==> config.mk <==
export PLATFORM = sky130hd
export DESIGN_NAME = wdg_top
export DESIGN_NICKNAME = d
export VERILOG_FILES = /design/src/hdl/wdg_pkg.sv /design/src/hdl/wdg_top.sv /design/src/hdl/wdg_tick.sv
export SDC_FILE = /design/constraint.sdc
export NUM_CORES = 1
export LEC_CHECK = 0
export ABC_AREA = 1
export BUFFER_PORTS_ARGS = -buffer_cell sky130_fd_sc_hd__buf_2
export CORE_MARGIN = 3
export CORE_UTILIZATION = 35
export DETAILED_ROUTE_END_ITERATION = 10
export GPL_TIMING_DRIVEN = 0
export PLACE_DENSITY = 0.57
export SYNTH_ARGS = -nofsm -noshare
export SYNTH_HDL_FRONTEND = slang
export SYNTH_SLANG_ARGS = --single-unit
==> constraint.sdc <==
create_clock -name clock -period 1.65 [get_ports clock]
set_input_delay 0.165 -clock clock [delete_from_list [all_inputs] [get_ports clock]]
set_output_delay 0.165 -clock clock [all_outputs]
set_load 0.03 [all_outputs]
==> src/hdl/wdg_pkg.sv <==
/*
 wdg_pkg: constants, register layout and carrier types of the watchdog block.
 Assumes a single 200 MHz core clock and a 32.768 kHz crystal level on a pin.
*/
//
// How it works
// - timeout is two to the prescale code times 512 crystal periods, 15.6 ms at code zero.
// - prescale code 1000b resets at once and codes above it are reserved and never expire.
// - the expiry interrupt ignores the global interrupt mask and has fixed high priority; here it reaches irq only while mask bit 0 is set.
// - with the select bit set the watchdog is a periodic timer that raises an interrupt.
// - every timeout sets the timeout flag at bit 2 of guard_control.
// - the flag clears only by a software zero write or external reset, not by its own reset.
// - setting the enable bit at bit 1 enables the watchdog and restarts its count.
// - if enable is not set again in time, a reset or interrupt follows as the select bit says.
// - enable clears on a zero write, own reset with select zero, external reset or supply monitor.
// - a guard_control write acts only if write_unlock (bit 0) was set by the previous instruction.
package wdg_pkg;

	// timing
	localparam int CLK_PERIOD_PS = 5000;
	localparam int RST_PULSE_NS = 100;
	localparam int RST_PULSE_CYC = (RST_PULSE_NS * 1000 + CLK_PERIOD_PS - 1) / CLK_PERIOD_PS;
	localparam int XTAL_PER_UNIT = 512;
	localparam int CNT_W = 17;
	localparam int RCNT_W = 8;

	// register offsets
	localparam logic [7:0] ADDR_CTRL = 8'h00;
	localparam logic [7:0] ADDR_STATUS = 8'h01;
	localparam logic [7:0] ADDR_MASK = 8'h02;

	// guard_control fields
	localparam int PRE_LSB = 4;
	localparam int SEL_BIT = 3;
	localparam int FLAG_BIT = 2;
	localparam int EN_BIT = 1;
	localparam int UNL_BIT = 0;
	localparam logic [3:0] PRE_IMMEDIATE = 4'h8;

	// status and mask bits
	localparam int ST_TIMER = 0;
	localparam int ST_RESET = 1;
	localparam int ST_BADPRE = 2;
	localparam int ST_SUPPLY = 3;
	localparam int ST_W = 4;

	// values after reset
	localparam logic [3:0] PRE_RESET = 4'h0;
	localparam logic [ST_W-1:0] STATUS_RESET = 4'h0;
	localparam logic [ST_W-1:0] MASK_RESET = 4'h0;

	typedef enum logic [1:0] {UNL_IDLE, UNL_ARMED, UNL_OPEN} wdg_unlock_t;

	typedef struct packed {
		logic [3:0] prescale;
		logic select;
		logic flag;
		logic enable;
	} wdg_ctrl_t;

	typedef struct packed {
		logic [7:0] addr;
		logic [7:0] wdata;
		logic wr;
		logic rd;
	} wdg_bus_t;

endpackage

==> src/hdl/wdg_top.sv <==
/*
 wdg_top: watchdog supervisor with guard_control, status and mask registers.
 Assumes the core pulses instr_done once per completed instruction and
 that bus strobes are single-cycle and never both high at once.
*/
// The register offsets and strobed register access were chosen for this implementation.
`timescale 1ns/1ps
module wdg_top #(
	parameter int XTAL_UNIT = wdg_pkg::XTAL_PER_UNIT
) (
	// clock and reset
	input wire logic clock,
	input wire logic rst,
	input wire logic ce,
	// register port
	input wire wdg_pkg::wdg_bus_t bus,
	output logic [7:0] rdata,
	// core side
	input wire logic instr_done,
	input wire logic supply_monitor_irq,
	// crystal pin
	input wire logic xtal_in,
	// results
	output logic wdg_reset,
	output logic irq
);

	typedef struct packed {
		wdg_pkg::wdg_ctrl_t ctrl;
		wdg_pkg::wdg_unlock_t unl;
		logic [wdg_pkg::CNT_W-1:0] count;
		logic [wdg_pkg::ST_W-1:0] status;
		logic [wdg_pkg::ST_W-1:0] mask;
		logic [wdg_pkg::RCNT_W-1:0] rcnt;
		logic rst_out;
		logic irq;
		logic [7:0] rdata;
	} wdg_st_t;

	wdg_st_t s;
	wdg_st_t next_s;
	logic tick;
	logic wr_ctrl;
	logic applied;
	logic imm;
	logic valid_pre;
	logic expire;
	logic rst_mode;
	logic [wdg_pkg::ST_W-1:0] ev;
	logic [wdg_pkg::ST_W-1:0] w1c;

	// last count value before expiry for a prescale code
	function automatic logic [wdg_pkg::CNT_W-1:0] wdg_limit(input logic [3:0] pre);
		logic [wdg_pkg::CNT_W-1:0] len;
		len = wdg_pkg::CNT_W'(XTAL_UNIT) << pre[2:0];
		return len - wdg_pkg::CNT_W'(1);
	endfunction

	// true when a code is one that counts normally
	function automatic logic wdg_pre_ok(input logic [3:0] pre);
		return pre < wdg_pkg::PRE_IMMEDIATE;
	endfunction

	wdg_tick u_tick (
		.clock(clock),
		.rst(rst),
		.ce(ce),
		.xtal_in(xtal_in),
		.tick(tick)
	);

	assign wr_ctrl = bus.wr && (bus.addr == wdg_pkg::ADDR_CTRL);
	assign applied = wr_ctrl && (s.unl == wdg_pkg::UNL_OPEN);
	assign imm = s.ctrl.enable && (s.ctrl.prescale == wdg_pkg::PRE_IMMEDIATE);
	assign valid_pre = wdg_pre_ok(s.ctrl.prescale);
	assign expire = imm || (s.ctrl.enable && valid_pre && tick
		&& (s.count == wdg_limit(s.ctrl.prescale)));
	assign rst_mode = imm || !s.ctrl.select;

	always_comb
	begin
		ev = '0;
		ev[wdg_pkg::ST_TIMER] = expire && !rst_mode;
		ev[wdg_pkg::ST_RESET] = expire && rst_mode;
		ev[wdg_pkg::ST_BADPRE] = applied
			&& !wdg_pre_ok(bus.wdata[wdg_pkg::PRE_LSB+:4])
			&& (bus.wdata[wdg_pkg::PRE_LSB+:4] != wdg_pkg::PRE_IMMEDIATE);
		ev[wdg_pkg::ST_SUPPLY] = supply_monitor_irq;
		w1c = '0;
		if (bus.wr && (bus.addr == wdg_pkg::ADDR_STATUS))
			w1c = bus.wdata[wdg_pkg::ST_W-1:0];
	end

	always_comb
	begin
		next_s = s;

		// unlock sequencing
		case (s.unl)
			wdg_pkg::UNL_IDLE:
			begin
				if (wr_ctrl && bus.wdata[wdg_pkg::UNL_BIT])
					next_s.unl = instr_done ? wdg_pkg::UNL_OPEN : wdg_pkg::UNL_ARMED;
			end
			wdg_pkg::UNL_ARMED:
			begin
				if (instr_done)
					next_s.unl = wdg_pkg::UNL_OPEN;
			end
			wdg_pkg::UNL_OPEN:
			begin
				if (applied || instr_done)
					next_s.unl = wdg_pkg::UNL_IDLE;
				if (applied && bus.wdata[wdg_pkg::UNL_BIT])
					next_s.unl = instr_done ? wdg_pkg::UNL_OPEN : wdg_pkg::UNL_ARMED;
			end
			default:
				next_s.unl = wdg_pkg::UNL_IDLE;
		endcase

		// counting on crystal ticks
		if (s.ctrl.enable && valid_pre && tick)
			next_s.count = s.count + wdg_pkg::CNT_W'(1);

		// software update of guard_control
		if (applied)
		begin
			next_s.ctrl.prescale = bus.wdata[wdg_pkg::PRE_LSB+:4];
			next_s.ctrl.select = bus.wdata[wdg_pkg::SEL_BIT];
			next_s.ctrl.enable = bus.wdata[wdg_pkg::EN_BIT];
			if (!bus.wdata[wdg_pkg::FLAG_BIT])
				next_s.ctrl.flag = 1'b0;
			if (bus.wdata[wdg_pkg::EN_BIT])
				next_s.count = '0;
		end

		// expiry outcome
		if (expire)
		begin
			next_s.ctrl.flag = 1'b1;
			next_s.count = '0;
			if (rst_mode)
			begin
				next_s.ctrl.enable = 1'b0;
				next_s.rcnt = wdg_pkg::RCNT_W'(wdg_pkg::RST_PULSE_CYC);
			end
		end

		if (supply_monitor_irq)
			next_s.ctrl.enable = 1'b0;

		// reset pulse stretch
		if (!(expire && rst_mode) && (s.rcnt != '0))
			next_s.rcnt = s.rcnt - wdg_pkg::RCNT_W'(1);
		next_s.rst_out = (next_s.rcnt != '0);

		// sticky status, set beats clear
		next_s.status = (s.status & ~w1c) | ev;
		if (bus.wr && (bus.addr == wdg_pkg::ADDR_MASK))
			next_s.mask = bus.wdata[wdg_pkg::ST_W-1:0];
		next_s.irq = |(next_s.status & next_s.mask);

		// read port, unmapped reads zero
		next_s.rdata = 8'h00;
		if (bus.rd)
		begin
			case (bus.addr)
				wdg_pkg::ADDR_CTRL:
					next_s.rdata = {s.ctrl.prescale, s.ctrl.select, s.ctrl.flag,
						s.ctrl.enable, s.unl != wdg_pkg::UNL_IDLE};
				wdg_pkg::ADDR_STATUS:
					next_s.rdata = 8'(s.status);
				wdg_pkg::ADDR_MASK:
					next_s.rdata = 8'(s.mask);
				default:
					next_s.rdata = 8'h00;
			endcase
		end
	end

	// external reset clears flag and enable alike
	always_ff @(posedge clock)
	begin
		if (rst)
			s <= '0;
		else if (ce)
			s <= next_s;
	end

	assign rdata = s.rdata;
	assign wdg_reset = s.rst_out;
	assign irq = s.irq;

	// checks

	a_locked_write: assert property (@(posedge clock) disable iff (rst)
		(ce && wr_ctrl && s.unl == wdg_pkg::UNL_IDLE && !expire && !supply_monitor_irq)
		|=> (s.ctrl.prescale == $past(s.ctrl.prescale))
		&& (s.ctrl.enable == $past(s.ctrl.enable))
		&& (s.ctrl.select == $past(s.ctrl.select)))
		else $error("locked control write took effect");

	a_enable_restart: assert property (@(posedge clock) disable iff (rst)
		(ce && applied && bus.wdata[wdg_pkg::EN_BIT]
		&& !supply_monitor_irq && !(expire && rst_mode))
		|=> (s.count == '0) && s.ctrl.enable)
		else $error("enable write did not restart the count");

	a_flag_set: assert property (@(posedge clock) disable iff (rst)
		(ce && expire) |=> s.ctrl.flag)
		else $error("timeout flag not set on expiry");

	a_flag_hold: assert property (@(posedge clock) disable iff (rst)
		(s.ctrl.flag && !(ce && applied && !bus.wdata[wdg_pkg::FLAG_BIT]))
		|=> s.ctrl.flag)
		else $error("timeout flag dropped without a zero write");

	a_supply_clear: assert property (@(posedge clock) disable iff (rst)
		(ce && supply_monitor_irq) |=> !s.ctrl.enable)
		else $error("enable survived a supply monitor event");

	a_reset_pulse: assert property (@(posedge clock) disable iff (rst)
		(ce && expire && rst_mode) |=> wdg_reset && !s.ctrl.enable
		##1 (!ce || wdg_reset))
		else $error("reset mode expiry gave no reset pulse");

	a_timer_mode: assert property (@(posedge clock) disable iff (rst)
		(ce && expire && !rst_mode && !applied && !supply_monitor_irq)
		|=> s.status[wdg_pkg::ST_TIMER] && s.ctrl.enable && (s.count == '0))
		else $error("timer mode expiry lost its interrupt or enable");

	a_immediate: assert property (@(posedge clock) disable iff (rst)
		(ce && s.ctrl.enable && s.ctrl.prescale == wdg_pkg::PRE_IMMEDIATE)
		|=> wdg_reset)
		else $error("immediate code did not reset");

	a_reserved: assert property (@(posedge clock) disable iff (rst)
		(s.ctrl.prescale > wdg_pkg::PRE_IMMEDIATE) |-> !expire)
		else $error("reserved prescale code expired");

	a_count_bound: assert property (@(posedge clock) disable iff (rst)
		(s.ctrl.enable && valid_pre) |-> (s.count <= wdg_limit(s.ctrl.prescale)))
		else $error("count ran past the timeout period");

	a_unlock_drop: assert property (@(posedge clock) disable iff (rst)
		(ce && s.unl == wdg_pkg::UNL_OPEN && instr_done && !bus.wr)
		|=> s.unl == wdg_pkg::UNL_IDLE)
		else $error("unlock outlived the next instruction");

	// interrupt level is high once unmasked status rises
	a_irq_level: assert property (@(posedge clock) disable iff (rst)
		$rose(|(s.status & s.mask)) |-> irq)
		else $error("unmasked status without interrupt");

	a_unlock_open: assert property (@(posedge clock) disable iff (rst)
		(ce && s.unl == wdg_pkg::UNL_IDLE && wr_ctrl && bus.wdata[wdg_pkg::UNL_BIT] && instr_done)
		|=> s.unl == wdg_pkg::UNL_OPEN)
		else $error("unlock write did not open the control register");

	a_applied_write: assert property (@(posedge clock) disable iff (rst)
		(ce && applied && !expire && !supply_monitor_irq)
		|=> (s.ctrl.prescale == $past(bus.wdata[wdg_pkg::PRE_LSB+:4]))
		&& (s.ctrl.select == $past(bus.wdata[wdg_pkg::SEL_BIT]))
		&& (s.ctrl.enable == $past(bus.wdata[wdg_pkg::EN_BIT])))
		else $error("unlocked control write was lost");

	a_armed_wait: assert property (@(posedge clock) disable iff (rst)
		(ce && s.unl == wdg_pkg::UNL_ARMED && !instr_done)
		|=> s.unl == wdg_pkg::UNL_ARMED)
		else $error("unlock opened before its instruction completed");

	a_badpre_status: assert property (@(posedge clock) disable iff (rst)
		(ce && applied && (bus.wdata[wdg_pkg::PRE_LSB+:4] > wdg_pkg::PRE_IMMEDIATE))
		|=> s.status[wdg_pkg::ST_BADPRE])
		else $error("reserved prescale write not reported");

	a_immediate_clear: assert property (@(posedge clock) disable iff (rst)
		(ce && imm) |=> !s.ctrl.enable)
		else $error("immediate code left the watchdog enabled");

	a_reset_status: assert property (@(posedge clock) disable iff (rst)
		(ce && expire && rst_mode) |=> s.status[wdg_pkg::ST_RESET])
		else $error("watchdog reset not reported in status");

	a_pulse_start: assert property (@(posedge clock) disable iff (rst)
		(ce && expire && rst_mode) |=> s.rcnt == wdg_pkg::RCNT_W'(wdg_pkg::RST_PULSE_CYC))
		else $error("reset pulse did not load its full length");

	a_pulse_hold: assert property (@(posedge clock) disable iff (rst)
		(ce && s.rcnt > wdg_pkg::RCNT_W'(1)) |=> wdg_reset)
		else $error("reset pulse ended early");

	a_timer_quiet: assert property (@(posedge clock) disable iff (rst)
		(ce && expire && !rst_mode && s.rcnt == '0) |=> !wdg_reset)
		else $error("timer mode expiry raised a reset");

	a_supply_status: assert property (@(posedge clock) disable iff (rst)
		(ce && supply_monitor_irq) |=> s.status[wdg_pkg::ST_SUPPLY])
		else $error("supply monitor event not reported");

	a_irq_follows: assert property (@(posedge clock) disable iff (rst)
		irq == |(s.status & s.mask))
		else $error("interrupt level differs from unmasked status");

	a_ext_reset: assert property (@(posedge clock)
		rst |=> !s.ctrl.flag && !s.ctrl.enable && !wdg_reset)
		else $error("external reset left flag, enable or reset set");

	a_freeze: assert property (@(posedge clock) disable iff (rst)
		!ce |=> $stable(s))
		else $error("state moved while the clock enable was low");

endmodule // wdg_top

==> src/hdl/wdg_tick.sv <==
/*
 wdg_tick: turns the asynchronous crystal level into one-cycle tick pulses.
 Assumes the crystal is far slower than the core clock.
*/
`timescale 1ns/1ps
module wdg_tick (
	// clock and reset
	input wire logic clock,
	input wire logic rst,
	input wire logic ce,
	// crystal pin
	input wire logic xtal_in,
	// one pulse per crystal rising edge
	output logic tick
);

	typedef struct packed {
		logic s1;
		logic s2;
		logic s3;
		logic lvl;
		logic tick;
	} wdg_tick_st_t;

	wdg_tick_st_t s;
	wdg_tick_st_t next_s;

	always_comb
	begin
		next_s = s;
		next_s.s1 = xtal_in;
		next_s.s2 = s.s1;
		next_s.s3 = s.s2;
		next_s.tick = 1'b0;
		// a change counts only when the last two stages agree
		if (s.s2 == s.s3)
		begin
			next_s.lvl = s.s3;
			next_s.tick = s.s3 & ~s.lvl;
		end
	end

	always_ff @(posedge clock)
	begin
		if (rst)
			s <= '0;
		else if (ce)
			s <= next_s;
	end

	assign tick = s.tick;

endmodule // wdg_tick

==> results.cfg, run 1 <==
[status]
status = complete, but fails checks
failed_checks = setup timing

[power]
power_density_nw_per_um2 = 781.1
power.leakage_nw = 1.763
p_total_mw = 3.272
vdd_drop_max_uv = 321.6

[grt]
busiest_layer = met2
use_met1_pct = 23.97
groute.usage.overall_pct = 17.38
grt_pass1_vias = 3217
gr-usage-met3_pct = 4.035
grt_pass1_wl_um = 15440
grt_use_met2_pct = 27.07
grt_overflow = 0
antenna_found_initial = 0
grt_start_max_net_pins = 12

[die]
initial_core_util_pct = 36.31
core_area_um2 = 9284
ios = 34
die_area_um2 = 10840
die_x_um = 104.1
fp-row-count = 35
die_h_um = 104.1

[clock_network]
cts_max_level = 3
cts_sinks = 57
ctsRootBufferMaster = clkbuf_8
clkTransAtPathRegs_ns = 0.07
cts_made_buffers = 9
cts_buffer_depth = 2
cts_tree = yes
clk-insertion-delay-late_ns = 0.34

[worst_setup_path]
cp-start-kind = flop
crit_fanout = 10
rrSetupSlack_ns = -0.04
setup.worst_path.class = reg -> reg
cp-end-kind = flop
reg2regPathDepth = 11
crit_arrival_ns = 1.95
required_ns = 1.91

[drt]
routed_wl_um = 9507
detail_route.wl_per_cell_um = 13.37
drtIter0Drc = 202
firstDrtPassIters = 4
drc = 0
drtAntennaViolNets = 0
vias = 3471
vias_per_cell = 4.882

[synthesis]
synth_top_family_by_area = simple AND/OR/NAND/NOR gates
synthSimpleGateAreaFrac_pct = 35.37
netlist_instances = 524
syn_avg_cell_area_um2 = 6.433
synth-edff-count = 0
synth_compound_area_share_pct = 15.96
synthTopCellsByCount = nand2_1 (134), nor2_1 (61), inv_1 (59)
yosys_most_used_dff = dfxtp_1
synthTopCellsByArea = dfxtp_1 (34%), nand2_1 (15%), a21oi_1 (7.3%), nor2_1 (6.8%), inv_1 (6.6%)
yosysSeqAreaShare_pct = 33.85
syn_area_um2 = 3371
synth_mux_area_share_pct = 0
synth_top_area_share_pct = 33.85
ys_seq_elements = 57
synth_nets = 551
synth_xor_area_share_pct = 2.339
ys_types = 33
yosysMostFrequentCell = nand2_1
yosysTopAreaCell = dfxtp_1
synth-adder-area-share_pct = 1.114
synthArstFlopShare_pct = 0
synth-warning-count = 0

[sta]
max_freq_mhz = 591.3
hold_violations = 0
rsz0062_at_grt = true
finalSetupViolations = 8
max_slew_margin_pct = 58.89
finClkSkew_ns = 0.01847
fin_crit_sh_pct = 102.5
worstMarginPinSlew_ns = 0.6167
min_period_ns = 1.691
drv_slew = 0
timing.final.ws_setup_ns = -0.04111
setup_tns_ns = -0.1358

[job]
maxCapViolCount = 0

[layout]
multi_input_area_um2 = 2029
drive_gt1_share_pct = 24.23
syn2layout_area_growth_pct = 24.28
diodes = 0
fillers = 988
nNetsFinal = 604
regArea_um2 = 1157

[placement]
numPortBuffers = 32
place.gp.congestion = 0.8812
dp_hpwl_um = 6763
place_ws_ns = -0.2647

[hold_path]
hp-class = in -> reg
hold_depth = 3
==> power breakdown <==
part | total (mW) | leakage (nW) | internal, mW | switching [mW]
clock network | 1.32 | 0.0929 | 0.703 | 0.622
registers | 1.46 | 0.469 | 1.42 | 0.0385
logic | 0.489 | 1.20 | 0.175 | 0.314
==> placed cells by master (no fill, tap or decap), types with 7 or more instances in the layout <==
cell type / instances
nand2_1: 124
nor2_1: 54
inv_1: 52
dfxtp_1: 46
a21oi_1: 44
o21ai_0: 36
buf_2: 35
nand3_1: 33
buf_4: 16
clkbuf_1: 12
nand4_1: 11
dfxtp_2: 10
nor2_2: 9
clkbuf_8: 9
nand2_2: 8
nand3_2: 7
o211ai_1: 7
==> worst paths after layout <==
check                start          endpoint
setup / recovery     s[50]             s[36]
hold / removal     xtal_in  u_tick.next_s[3]
setup reg to reg     s[50]             s[36]
hold reg to reg   rdata[1]          rdata[1]
==> final cells by class <==
| cell class | instances | share of cell area [%] |
|---|---|---|
| Buffer | 27 | 3.793 |
| Sequential cell | 57 | 27.63 |
| Clock inverter | 6 | 1.613 |
| Clock buffer | 10 | 3.047 |
| Timing Repair Buffer | 42 | 6.004 |
| Tap cell | 129 | 3.853 |
| Multi-Input combinational cell | 380 | 48.45 |
| Inverter | 60 | 5.615 |
==> sequential cells by signal, summed over array words and instances, names as in the netlist <==
| register | flops |
|---|---|
| s | 42 |
| rdata | 8 |
| u_tick.next_s | 2 |
| u_tick.s | 2 |
| irq | 1 |
| u_tick.tick | 1 |
| wdg_reset | 1 |
==> critical path: stages, from the launching register on <==
cell and delay, ns:
dfxtp_1 0.31, buf_6 0.13, inv_2 0.08, nand2_1 0.08
o21ai_0 0.16, nor2_1 0.08, nand3_2 0.12, nand2_4 0.11
nor2_4 0.19, buf_6 0.16, nand3_1 0.07, a21oi_1 0.12
==> what timing repair did <==
item                       CTS  global route
pin swaps                    3            20
cloned                       0             1
resized for setup           12            59
hold buffers                 0             0
setup endpoints to repair   28            34
setup buffers                3             6
==> through the flow <==
| stage | hold slack [ns] | utilization, % | std cells | cell area [um2] |
|---|---|---|---|---|
| 2_1_floorplan | 0.2999 | - | 524 | 3371 |
| 3_3_place_gp | 0.3975 | 39.77 | 685 | 3692 |
| 3_5_place_dp | 0.4035 | 39.77 | 685 | 3692 |
| 4_1_cts | 0.04908 | 42.59 | 704 | 3954 |
| 5_1_grt | 0.06182 | 45.12 | 711 | 4189 |
| 6_report | 0.06193 | 45.12 | 711 | 4189 |
==> routing by layer <==
layer / up-vias / wire, um
met2: 77 / 4348
li1: 1795 / -
met3: 11 / 458
met4: 0 / 140
met5: - / 0
met1: 1588 / 4560
==> cells by family after synthesis <==
family	count (synthesis)
DFF	57
AOI/OAI and AO/OA	100
and+or+nand+nor	268
adders and majority gates	3
xor gates and xnor gates	9
buffers and inverters	87
Power figures use the tool's default switching activity.
==> run 2: changes to the inputs <==
--- a/config.mk
+++ b/config.mk
@@ -7,11 +7,11 @@
 export LEC_CHECK = 0
 export ABC_AREA = 1
 export BUFFER_PORTS_ARGS = -buffer_cell sky130_fd_sc_hd__buf_2
-export CORE_MARGIN = 3
-export CORE_UTILIZATION = 35
+export CORE_MARGIN = 1.5
+export CORE_UTILIZATION = 53
 export DETAILED_ROUTE_END_ITERATION = 10
 export GPL_TIMING_DRIVEN = 0
-export PLACE_DENSITY = 0.57
+export PLACE_DENSITY = 0.79
 export SYNTH_ARGS = -nofsm -noshare
 export SYNTH_HDL_FRONTEND = slang
 export SYNTH_SLANG_ARGS = --single-unit
==> run 2 against run 1 <==
Compared with the run above: the flow still finishes with violations (setup timing); cell count is 8.0% lower; design area is 3.3% lower; clock power is 11% higher; clock skew is 0.0077 ns lower; maximum frequency is 0.69% lower; flip-flop and latch count stayed put; first-iteration DRC count is 89% higher; non-clock buffer count is 3 lower; register-to-register slack hardly changed.
==> results.cfg, run 2 (synthesis results as in run 1) <==
[worst_setup_path]
rrSetupSlack_ns = -0.05
crit_arrival_ns = 1.96
crit_family = simple AND/OR/NAND/NOR gates
cp-end-kind = flop
cp-start-kind = flop
crit_path_frequent_cell = nor2_4
critPathMaxStageDelay_ns = 0.36
r2r-end = s[38]
path_buf_inv = 1
path_cells = ha_4 > nand3_4 > nor2_4 > nand2_4 > inv_2 > nand2_2 > nor2_4 > nand2_1 > o21ai_1 > nand3_2 > a21oi_1
reg2regPathDepth = 11
path_depth = 11
required_ns = 1.91
setup.worst_path.class = reg -> reg
regToRegStartpoint = s[26]
crit_fanout = 3
cpMaxStageDelayCell = dfxtp_2

[drt]
dr_wl_met3_um = 486
top_layer_used = met4
vias_per_cell = 5.477
drtIter0Drc = 381
routed_wl_um = 8874
drc = 0
detail_route.wl_per_cell_um = 13.57
vias = 3582
drtAntennaViolNets = 0
met2_length_um = 4184
firstDrtPassIters = 6
m1WireLength_um = 4084

[die]
initial_core_util_pct = 55.94
ios = 34
die_x_um = 82.75
die_h_um = 82.75
die_area_um2 = 6848
core_area_um2 = 6026
fp-row-count = 28

[grt]
grt_overflow = 0
grt_start_max_net_pins = 12
grt_pass1_vias = 3098
antenna_found_initial = 0
grt_pass1_wl_um = 13890
groute.usage.overall_pct = 26.55

[layout]
nNetsFinal = 601
largest-register = s
fin_util_pct = 67.19
diodes = 0
drive_gt1_share_pct = 22.80
final_common_cell = nand2_1
layout_common_cells = nand2_1 (127), nor2_1 (56), inv_1 (51)
syn2layout_area_growth_pct = 20.12
largest_reg_flops = 42
fillers = 540

[clock_network]
clkTransAtPathRegs_ns = 0.07
cts_tree = yes
cts_sinks = 57
ctsRootBufferMaster = clkbuf_8
cts_made_buffers = 9
cts_max_level = 3
cts_buffer_depth = 2
clk-insertion-delay-late_ns = 0.34
cts_hold_buf = 0

[sta]
rsz0062_at_grt = true
max_slew_margin_pct = 60.58
finalSetupViolations = 5
min_period_ns = 1.703
holdWs_ns = 0.06020
fin_crit_sh_pct = 103.2
hold_violations = 0
drv_slew = 0
worstMarginPinSlew_ns = 0.5913
max_freq_mhz = 587.2
finClkSkew_ns = 0.01076
timing.final.ws_setup_ns = -0.05286

[hold_path]
hp-class = in -> reg
holdPathEnd = u_tick.next_s[3]
hp-start = xtal_in
hold_depth = 3

[status]
failed_checks = setup timing
status = complete, but fails checks

[placement]
numPortBuffers = 32
dp_hpwl_um = 6145
place.gp.congestion = 0.9124
place_ws_ns = -0.2092

[power]
vdd_drop_max_uv = 612.2
power.leakage_nw = 1.756
power_density_nw_per_um2 = 823.6

[job]
maxCapViolCount = 0
-- run 2: worst reg2reg max path, delay by kind of cell (launching register included) --
family	cells	cell delay, ns
adder cells (fa/ha/maj)	1	0.16
AND/OR/NAND/NOR	7	0.74
flip-flops	1	0.36
AO/OA/AOI/OAI	2	0.30
buffers and inverters	1	0.06
-- run 2: worst max-delay path by stage --
stage	slack (ns)	to	from
after floorplan	0.09	s[38]	s[26]
after global placement	-0.17	irq	bus[17]
after CTS	-0.01	s[38]	s[26]
after detailed placement	-0.21	irq	bus[17]
after global routing	-0.13	s[39]	s[50]
final	-0.05	s[38]	s[26]
-- run 2: final cells by class --
class / instances / area [um2] / share of cell area (%)
Inverter: 60 / 225.2 / 5.562
Tap cell: 75 / 93.84 / 2.318
Timing Repair Buffer: 40 / 225.2 / 5.562
Clock inverter: 7 / 95.09 / 2.349
Buffer: 26 / 146.4 / 3.616
Multi-Input combinational cell: 380 / 1988 / 49.10
Clock buffer: 9 / 123.9 / 3.059
Sequential cell: 57 / 1151 / 28.43
-- run 2: what timing repair did --
action,CTS,global route
cloned,0,2
pin swaps,3,19
gates resized for setup,9,45
buffers inserted,3,3
setup endpoints to repair,30,30
-- run 2: power by group --
| part | internal [mW] | switching, mW | total [mW] | leakage, nW |
|---|---|---|---|---|
| logic | 0.148 | 0.273 | 0.421 | 1.19 |
| clock network | 0.846 | 0.614 | 1.46 | 0.0975 |
| registers | 1.42 | 0.0346 | 1.45 | 0.468 |
| total | 2.41 | 0.922 | 3.33 | 1.76 |
-- run 2: layer usage --
metal  track usage, %  vias to the layer above
met5                0                        -
met4            8.500                        0
met3            4.396                       14
met2            44.39                      124
met1            34.69                     1653
li1                 -                     1791
-- run 2: stage by stage --
| step | TNS [ns] | area, um2 | cells | total power, mW |
|---|---|---|---|---|
| 2_1_floorplan | 0 | 3371 | 524 | 1.747 |
| 3_3_place_gp | -3.641 | 3625 | 631 | 1.850 |
| 3_5_place_dp | -4.950 | 3625 | 631 | 1.863 |
| 4_1_cts | -0.01394 | 3896 | 650 | 3.293 |
| 5_1_grt | -1.931 | 4049 | 654 | 3.446 |
| 6_report | -0.08590 | 4049 | 654 | 3.335 |
